[src/sbs_regs.svh]
/*
 Timing counts and field positions for the burst SRAM cycle decoder.
 Assumes one 40 MHz clock; included by bare name.
*/
// How it works
// - Unselected edges with an address strobe use no address, float pins
// - Write when global write or gated lanes
// - Drive pins only on later read cycles
// - Output gate acts combinationally on drivers
// - Three-select variant needs all selects active
// - Single-select variant uses primary select only
// - Lane a writes bits 7:0, parity 0
// - Lane b writes 15:8, parity 1; nine-bit groups
// - Two-bit burst counter, interleaved or linear order
// - Processor strobe ignored while primary select high
// - Processor-opened access writes on following edge
// - Sleep within two cycles; pins float, contents kept
`ifndef SBS_REGS_SVH
`define SBS_REGS_SVH
`define SBS_CLK_PERIOD_NS 25
`define SBS_SLEEP_TIME_CYC 2
`define SBS_SLEEP_CYCLES ((`SBS_SLEEP_TIME_CYC * `SBS_CLK_PERIOD_NS + `SBS_CLK_PERIOD_NS - 1) / `SBS_CLK_PERIOD_NS)
`define SBS_LANE_BITS 9
`define SBS_BURST_BITS 2
`endif

[src/sbs_pkg.sv]
/*
 Types for the burst SRAM cycle decoder.
 Assumes sbs_regs.svh is compiled with it.
*/
package sbs_pkg;
	typedef enum logic [2:0] {
		SBS_CYC_DESELECT,
		SBS_CYC_BEGIN,
		SBS_CYC_CONTINUE,
		SBS_CYC_SUSPEND,
		SBS_CYC_SLEEP
	} sbs_cycle_type;
	typedef enum logic [1:0] {
		SBS_ST_IDLE,
		SBS_ST_READ,
		SBS_ST_WRITE,
		SBS_ST_ASLEEP
	} sbs_state_type;
endpackage

[src/sbs_cycle_decode.sv]
/*
 Cycle decode, burst counter, byte-lane strobes and data pin control
 of a pipelined synchronous burst SRAM. Core array sits outside and
 consumes the write stream; read data returns on core_rd_data_in.
 Bus inputs are synchronous to clk_in; sleep and mode are asynchronous.
*/
`timescale 1ns/1ps
`include "sbs_regs.svh"
module sbs_cycle_decode #(
	parameter int  LANES        = 4,
	parameter int  ADDR_W       = 19,
	parameter bit  THREE_SELECT = 1'b1
) (
	// Clock and reset
	input  wire logic                       clk_in,
	input  wire logic                       nrst_in,
	// Selects and strobes
	input  wire logic                       sleep_request_in,
	input  wire logic                       chip_select_primary_n_in,
	input  wire logic                       chip_select_positive_in,
	input  wire logic                       chip_select_secondary_n_in,
	input  wire logic                       proc_addr_strobe_n_in,
	input  wire logic                       ctrl_addr_strobe_n_in,
	input  wire logic                       burst_step_n_in,
	input  wire logic                       burst_linear_in,
	// Write controls
	input  wire logic                       global_write_n_in,
	input  wire logic                       byte_write_gate_n_in,
	input  wire logic [LANES-1:0]           byte_lane_sel_n_in,
	input  wire logic                       output_gate_n_in,
	// Address and data pins
	input  wire logic [ADDR_W-1:0]          addr_in,
	input  wire logic [LANES*9-1:0]         data_pin_in,
	output logic      [LANES*9-1:0]         data_pin_out,
	output logic                            data_pin_oe_out,
	// Core side
	output logic                            core_wr_valid_out,
	input  wire logic                       core_wr_ready_in,
	output logic      [ADDR_W-1:0]          core_wr_addr_out,
	output logic      [LANES-1:0]           core_wr_lane_out,
	output logic      [LANES*9-1:0]         core_wr_data_out,
	output logic                            core_wr_stall_out,
	output logic      [ADDR_W-1:0]          core_rd_addr_out,
	output logic                            core_rd_en_out,
	input  wire logic [LANES*9-1:0]         core_rd_data_in,
	output logic                            asleep_out,
	output logic      [2:0]                 cycle_out
);
	localparam int BW = ADDR_W + LANES + LANES * 9;

	sbs_pkg::sbs_state_type state_q;
	sbs_pkg::sbs_cycle_type cyc;
	logic [1:0]        sleep_sync_q;
	logic [1:0]        mode_sync_q;
	logic [1:0]        sleep_cnt_q;
	logic [ADDR_W-1:0] base_q;
	logic [1:0]        start_q;
	logic [1:0]        cnt_q;
	logic              drive_q;
	logic [LANES*9-1:0] rd_data_q;
	logic              selected;
	logic              deselect;
	logic              begin_ext;
	logic              proc_open;
	logic              is_write;
	logic [LANES-1:0]  lanes;
	logic              buf_ready;
	logic              wr_now;
	logic [ADDR_W-1:0] cur_addr;
	logic [1:0]        next_cnt;

	// Burst order step
	function automatic logic [1:0] burst_next(input logic [1:0] start, input logic [1:0] cnt, input logic lin);
		logic [1:0] k;
		k = (cnt ^ start) + 2'h1;
		burst_next = lin ? (cnt + 2'h1) : (start ^ k);
	endfunction

	// Asynchronous inputs pass two flip-flops
	always_ff @(posedge clk_in or negedge nrst_in)
	begin
		if (!nrst_in)
		begin
			sleep_sync_q <= 2'h0;
			mode_sync_q  <= 2'h0;
		end
		else
		begin
			sleep_sync_q <= {sleep_sync_q[0], sleep_request_in};
			mode_sync_q  <= {mode_sync_q[0], burst_linear_in};
		end
	end

	always_comb
	begin
		if (THREE_SELECT)
			selected = !chip_select_primary_n_in && chip_select_positive_in && !chip_select_secondary_n_in;
		else
			selected = !chip_select_primary_n_in;
		lanes = {LANES{!global_write_n_in}} |
			({LANES{!byte_write_gate_n_in}} & ~byte_lane_sel_n_in);
		is_write = |lanes;
		proc_open = !proc_addr_strobe_n_in && !chip_select_primary_n_in;
		deselect = !selected && (proc_open || !ctrl_addr_strobe_n_in);
		begin_ext = selected && (proc_open || !ctrl_addr_strobe_n_in);
		if (state_q == sbs_pkg::SBS_ST_ASLEEP || sleep_sync_q[1])
			cyc = sbs_pkg::SBS_CYC_SLEEP;
		else if (deselect)
			cyc = sbs_pkg::SBS_CYC_DESELECT;
		else if (begin_ext)
			cyc = sbs_pkg::SBS_CYC_BEGIN;
		else if (state_q == sbs_pkg::SBS_ST_IDLE)
			cyc = sbs_pkg::SBS_CYC_DESELECT;
		else if (!burst_step_n_in)
			cyc = sbs_pkg::SBS_CYC_CONTINUE;
		else
			cyc = sbs_pkg::SBS_CYC_SUSPEND;
	end

	assign next_cnt = burst_next(start_q, cnt_q, mode_sync_q[1]);
	assign cur_addr = (cyc == sbs_pkg::SBS_CYC_CONTINUE) ? {base_q[ADDR_W-1:2], next_cnt} : {base_q[ADDR_W-1:2], cnt_q};
	// Write taken on continue and suspend cycles, or on controller-begin edges; processor-begin defers it
	assign wr_now = is_write && !(cyc == sbs_pkg::SBS_CYC_SLEEP) && !(cyc == sbs_pkg::SBS_CYC_DESELECT)
		&& !(cyc == sbs_pkg::SBS_CYC_BEGIN && proc_open) && !(cyc == sbs_pkg::SBS_CYC_BEGIN && !is_write);

	// Address, burst counter and state
	always_ff @(posedge clk_in or negedge nrst_in)
	begin
		if (!nrst_in)
		begin
			state_q <= sbs_pkg::SBS_ST_IDLE;
			base_q  <= '0;
			start_q <= 2'h0;
			cnt_q   <= 2'h0;
		end
		else
		begin
			case (cyc)
				sbs_pkg::SBS_CYC_SLEEP:
					state_q <= sleep_sync_q[1] ? sbs_pkg::SBS_ST_ASLEEP : sbs_pkg::SBS_ST_IDLE;
				sbs_pkg::SBS_CYC_DESELECT:
					state_q <= sbs_pkg::SBS_ST_IDLE;
				sbs_pkg::SBS_CYC_BEGIN:
				begin
					base_q  <= addr_in;
					start_q <= addr_in[1:0];
					cnt_q   <= addr_in[1:0];
					state_q <= (is_write && !proc_open) ? sbs_pkg::SBS_ST_WRITE : sbs_pkg::SBS_ST_READ;
				end
				sbs_pkg::SBS_CYC_CONTINUE:
				begin
					cnt_q   <= next_cnt;
					state_q <= is_write ? sbs_pkg::SBS_ST_WRITE : sbs_pkg::SBS_ST_READ;
				end
				sbs_pkg::SBS_CYC_SUSPEND:
					state_q <= is_write ? sbs_pkg::SBS_ST_WRITE : sbs_pkg::SBS_ST_READ;
				default:
					state_q <= sbs_pkg::SBS_ST_IDLE;
			endcase
		end
	end

	// Sleep entry counter, bounded at two cycles
	always_ff @(posedge clk_in or negedge nrst_in)
	begin
		if (!nrst_in)
			sleep_cnt_q <= 2'h0;
		else if (!sleep_sync_q[1])
			sleep_cnt_q <= 2'h0;
		else if (sleep_cnt_q != 2'(`SBS_SLEEP_CYCLES))
			sleep_cnt_q <= sleep_cnt_q + 2'h1;
	end
	assign asleep_out = (state_q == sbs_pkg::SBS_ST_ASLEEP);

	// Read data register; drives only after the first read cycle
	always_ff @(posedge clk_in or negedge nrst_in)
	begin
		if (!nrst_in)
		begin
			drive_q   <= 1'b0;
			rd_data_q <= '0;
		end
		else
		begin
			drive_q   <= !is_write && state_q == sbs_pkg::SBS_ST_READ &&
				(cyc == sbs_pkg::SBS_CYC_CONTINUE || cyc == sbs_pkg::SBS_CYC_SUSPEND);
			rd_data_q <= core_rd_data_in;
		end
	end
	// Suspended reads fetch the current word again so the held pins keep it
	assign core_rd_en_out  = (cyc == sbs_pkg::SBS_CYC_BEGIN && (!is_write || proc_open)) ||
		(state_q == sbs_pkg::SBS_ST_READ && !is_write &&
		(cyc == sbs_pkg::SBS_CYC_CONTINUE || cyc == sbs_pkg::SBS_CYC_SUSPEND));
	assign core_rd_addr_out = (cyc == sbs_pkg::SBS_CYC_BEGIN) ? addr_in : cur_addr;
	assign data_pin_out     = rd_data_q;
	assign data_pin_oe_out  = drive_q && !output_gate_n_in;
	assign cycle_out        = 3'(cyc);

	// Write stream through the two-entry buffer; lane i covers bits 9i+8:9i
	sbs_buf2 #(
		.WIDTH (BW)
	) u_wbuf (
		.clk_in        (clk_in),
		.nrst_in       (nrst_in),
		.in_valid_in   (wr_now),
		.in_ready_out  (buf_ready),
		.in_data_in    ({(cyc == sbs_pkg::SBS_CYC_BEGIN) ? addr_in : cur_addr, lanes, data_pin_in}),
		.out_valid_out (core_wr_valid_out),
		.out_ready_in  (core_wr_ready_in),
		.out_data_out  ({core_wr_addr_out, core_wr_lane_out, core_wr_data_out})
	);
	assign core_wr_stall_out = !buf_ready;
endmodule // sbs_cycle_decode

[src/sbs_buf2.sv]
/*
 Two-entry buffer with valid and ready on both sides.
 Assumes one clock and an asynchronous active-low reset.
*/
`timescale 1ns/1ps
module sbs_buf2 #(
	parameter int WIDTH = 8
) (
	// Clock and reset
	input  wire logic             clk_in,
	input  wire logic             nrst_in,
	// Fill side
	input  wire logic             in_valid_in,
	output logic                  in_ready_out,
	input  wire logic [WIDTH-1:0] in_data_in,
	// Drain side
	output logic                  out_valid_out,
	input  wire logic             out_ready_in,
	output logic      [WIDTH-1:0] out_data_out
);
	logic [WIDTH-1:0] mem_q [2];
	logic             rd_q;
	logic             wr_q;
	logic [1:0]       cnt_q;
	logic             push;
	logic             pop;

	assign in_ready_out  = (cnt_q != 2'h2);
	assign out_valid_out = (cnt_q != 2'h0);
	assign out_data_out  = mem_q[rd_q];
	assign push          = in_valid_in && in_ready_out;
	assign pop           = out_valid_out && out_ready_in;

	// Storage
	always_ff @(posedge clk_in)
	begin
		if (push)
			mem_q[wr_q] <= in_data_in;
	end

	// Pointers and fill count
	always_ff @(posedge clk_in or negedge nrst_in)
	begin
		if (!nrst_in)
		begin
			rd_q  <= 1'b0;
			wr_q  <= 1'b0;
			cnt_q <= 2'h0;
		end
		else
		begin
			if (push)
				wr_q <= ~wr_q;
			if (pop)
				rd_q <= ~rd_q;
			cnt_q <= cnt_q + {1'b0, push} - {1'b0, pop};
		end
	end
endmodule // sbs_buf2

[config.mk]
export PLATFORM = sky130hd
export DESIGN_NAME = sbs_cycle_decode
export DESIGN_NICKNAME = d
export VERILOG_FILES = /design/src/sbs_pkg.sv /design/src/sbs_cycle_decode.sv /design/src/sbs_buf2.sv
export VERILOG_INCLUDE_DIRS = /design/src
export SDC_FILE = /design/constraint.sdc
export NUM_CORES = 1
export LEC_CHECK = 0
export BUFFER_PORTS_ARGS = -buffer_cell sky130_fd_sc_hd__buf_2
export CELL_PAD_IN_SITES_DETAIL_PLACEMENT = 0
export CELL_PAD_IN_SITES_GLOBAL_PLACEMENT = 1
export CORE_MARGIN = 2
export CORE_UTILIZATION = 37
export DETAILED_ROUTE_END_ITERATION = 7
export PLACE_DENSITY_LB_ADDON = 0.1
export SYNTH_ARGS = -nofsm -noshare
export SYNTH_HDL_FRONTEND = slang
export SYNTH_HIERARCHICAL = 1
export SYNTH_SLANG_ARGS = --single-unit
[constraint.sdc]
create_clock -name clk_in -period 4.45 [get_ports clk_in]
set_clock_uncertainty 0.1 [all_clocks]
set_input_delay 0.89 -clock clk_in [delete_from_list [all_inputs] [get_ports clk_in]]
set_output_delay 0.89 -clock clk_in [all_outputs]
set_load 0.01 [all_outputs]
==> run_results.csv <==
group,metric,value,unit
pwr,p_per_area,528.3,nW/µm²
synthesis,yosysUniqueCellTypes,32,
timing,setup_tns,0,ns
finish,drive_above_1_share,52.59,%
finish,regArea,5224,µm²
timing,setup_viol,0,
critical_path,cp_common_cell,"buf_2",
die,coreArea,18020,µm²
placed_design,io_buffer_count,230,
drt,finalWirelength,14120,µm
die,dieArea,19520,µm²
synthesis,synth_nets,490,
worst_hold_path,hold_depth,0,
global_routing,antenna_found_initial,3,
timing,finalCriticalPeriod,3.671,ns
worst_hold_path,hp-class,"reg -> reg",
synthesis,synth_edf_count,118,
timing,relSlewSlack,25.37,%
synthesis,synth_ff_type,"edfxtp_1",
global_routing,grt_pass1_vias,4224,
pwr,p_leak,4.000,nW
global_routing,grt_pass1_wl,22030,µm
synthesis,synth_top_cell_by_area,"edfxtp_1",
critical_path,rr_worst_depth,6,
clock_tree,post_cts_resized,0,
clock_tree,tritoncts,"yes",
synthesis,synth_most_common_cell,"edfxtp_1",
synthesis,ys_ff_latch,185,
drt,drt_iter0_drc,167,
placed_design,dpl.cell_count,834,
die,rows,49,
critical_path,critPathKind,"in -> out",
timing,final-hold-violation-count,0,
clock_tree,clkLatencyLatePin,0.42,ns
finish,fillers,1634,
critical_path,r2r-start,"sleep_sync_q[1]",
finish,fin_util,48.82,%
die,die_y,139.7,µm
synthesis,synth.top_cells.by_area,"edfxtp_1, dfrtp_1, mux2_4, nand2_1, buf_6",
pwr,swShare,28.49,%
synthesis,seq_area_frac_synth,76.58,%
critical_path,start_kind,"input pin",
synthesis,avgSynthCellArea,17.99,µm²
drt,drt-vias-per-instance,4.505,
clock_tree,post_cts_buffers,0,
global_routing,grt_max_degree,52,
pwr,p_sw,1.324,mW
drt,drc,0,
pwr,p_comb_share,24.2,%
finish,instances_no_fill,866,
timing,rsz0062_at_grt,"no",
finish,nets,735,
critical_path,rr_endpoint,"u_wbuf/mem_q[1][20]",
pwr,pwr-share-clk,30.6,%
synthesis,yosysWarnings,6,
critical_path,cp.required,3.46,ns
critical_path,crit_slowest_cell,"or4b_1",
die,start_util,37.82,%
worst_hold_path,hold_end,"mode_sync_q[1]",
finish,multi_input_area,1495,µm²
clock_tree,cts_root_buf,"clkbuf_16",
worst_hold_path,min-delay-start,"mode_sync_q[0]",
pwr,peakVddDrop,0.2610,mV
job,drv_cap,0,
timing,report.final.slew_viol_count,0,
global_routing,groute.usage.overall,14.79,%
clock_tree,cts_buffers,17,
critical_path,crit_fanout,7,
critical_path,r2r_setup_slack,1.45,ns
placed_design,place_congestion,0.7265,
timing,fmax,272.4,MHz
clock_tree,cts_max_level,4,
drt,num_vias,3901,
global_routing,grt_overflow,0,
synthesis,synth_cells,379,
clock_tree,ctsHoldBuffers,0,
drt,drtPass1Iterations,4,
clock_tree,clock_path_buffers,2,
synthesis,async_flop_share,36.22,%
finish,diodes,0,
critical_path,crit_path_end_kind,"output pin",
finish,syn_to_final_growth,29.09,%
synthesis,synth_area,6817,µm²
drt,antenna_left,0,
timing,holdWs,0.2526,ns
pwr,p_int,3.325,mW
timing,fin_crit_sh,82.50,%
clock_tree,cts_sinks,185,
critical_path,path_cells,"buf_2 -> nor2_1 -> or4b_1 -> or4_4 -> a31oi_1 -> buf_2",
pwr,seqPwrFrac,45.2,%
synthesis,ys_top_cells_by_count,"edfxtp_1, nand2_1, dfrtp_1",
run_status,outcome,"complete, no violations",
critical_path,worstPathArrival,2.68,ns
placed_design,detailed_place_hpwl,9879,µm
die,ioPinCount,231,
timing,tightest_slew,1.120,ns
die,die-width,139.7,µm
clock_tree,clk_pin_slew,0.07,ns
drt,post_drt_wl_per_cell,16.31,µm
critical_path,max_stage_delay,0.63,ns
synthesis,synth_top_cell_area_share,51.98,%
## worst max-delay path, delay by kind of cell
family | cells | cell delay [ns]
compound gates | 1 | 0.28
simple gates | 3 | 1.23
buf+inv | 2 | 0.28
## sequential cells by signal (all words and copies together), names as in the netlist
| signal | count |
|---|---|
| cnt_q | 2 |
| u_wbuf/wr_q | 1 |
| mode_sync_q | 2 |
| state_q | 2 |
| drive_q | 1 |
| u_wbuf/cnt_q | 2 |
| u_wbuf/rd_q | 1 |
| u_wbuf/mem_q | 118 |
| base_q | 18 |
| data_pin_out | 36 |
| sleep_sync_q | 2 |
## power groups by stage
stage | Combinational [mW] | Clock (mW) | Sequential (mW)
after floorplan | 0.820 | 0 | 2.09
after global placement | 1.14 | 0 | 2.14
after detailed placement | 1.16 | 0 | 2.14
after CTS | 1.16 | 1.47 | 2.11
after global routing | 1.23 | 1.54 | 2.12
final | 1.13 | 1.42 | 2.10
## area by class of cell
cell class                      instances  share of cell area (%)
Sequential cell                       185                   59.36
Multi-Input combinational cell        178                   16.99
Timing Repair Buffer                  238                   13.91
Clock buffer                           17                   4.834
Tap cell                              229                   3.256
Clock inverter                         15                   1.479
Inverter                                4                  0.1706
## cell families after synthesis
| kind of cell | count (synthesis) | synth area share [%] |
|---|---|---|
| xor gates and xnor gates | 6 | 0.7709 |
| and+or+nand+nor | 95 | 6.002 |
| muxes | 59 | 13.00 |
| adders and majority gates | 2 | 0.3670 |
| DFF | 185 | 76.58 |
| AOI/OAI and AO/OA | 16 | 1.615 |
| buffers and inverters | 16 | 1.670 |
## per-layer routing
| layer | share of wire [%] | global-route usage, % | vias to the layer above |
|---|---|---|---|
| li1 | - | - | 1859 |
| met1 | 41 | 17.51 | 1857 |
| met2 | 48 | 24.06 | 162 |
| met3 | 9.2 | 6.779 | 19 |
| met4 | 1.1 | 4.895 | 4 |
| met5 | 0.19 | 0 | - |
## layout by cell type (no fill, tap or decap), drive strengths merged, types with 2 or more instances in the layout
cell type	count
nor2b	3
edfxtp	118
a31oi	2
and3	2
ha	2
buf	238
o21bai	2
inv	14
o21ai	4
clkinv	4
xnor2	5
clkbuf	17
nor2	5
dfrtp	67
nand2	76
nand2b	2
mux2	59
o311ai	2
## worst max path at each step
stage	start	end	slack, ns	cells past startpoint
2_1_floorplan	chip_select_primary_n_in	u_wbuf/mem_q[0][0]	0.49	7
3_3_place_gp	chip_select_primary_n_in	core_rd_addr_out[1]	0.85	6
3_5_place_dp	chip_select_primary_n_in	core_rd_addr_out[1]	0.80	6
4_1_cts	chip_select_primary_n_in	core_rd_addr_out[1]	0.80	6
5_1_grt	chip_select_primary_n_in	core_rd_addr_out[0]	0.68	6
6_report	chip_select_primary_n_in	core_rd_addr_out[1]	0.78	6
## per-stage QoR
step / total power [mW] / cell area (µm²) / worst slack (ns)
final: 4.649 / 8800 / 0.7787
after detailed placement: 3.297 / 8244 / 0.8021
after CTS: 4.730 / 8800 / 0.7993
after global placement: 3.280 / 8244 / 0.8511
after global routing: 4.890 / 8800 / 0.6813
after floorplan: 2.910 / 6819 / 0.4870
No activity file was read; power rests on OpenSTA's default activity.
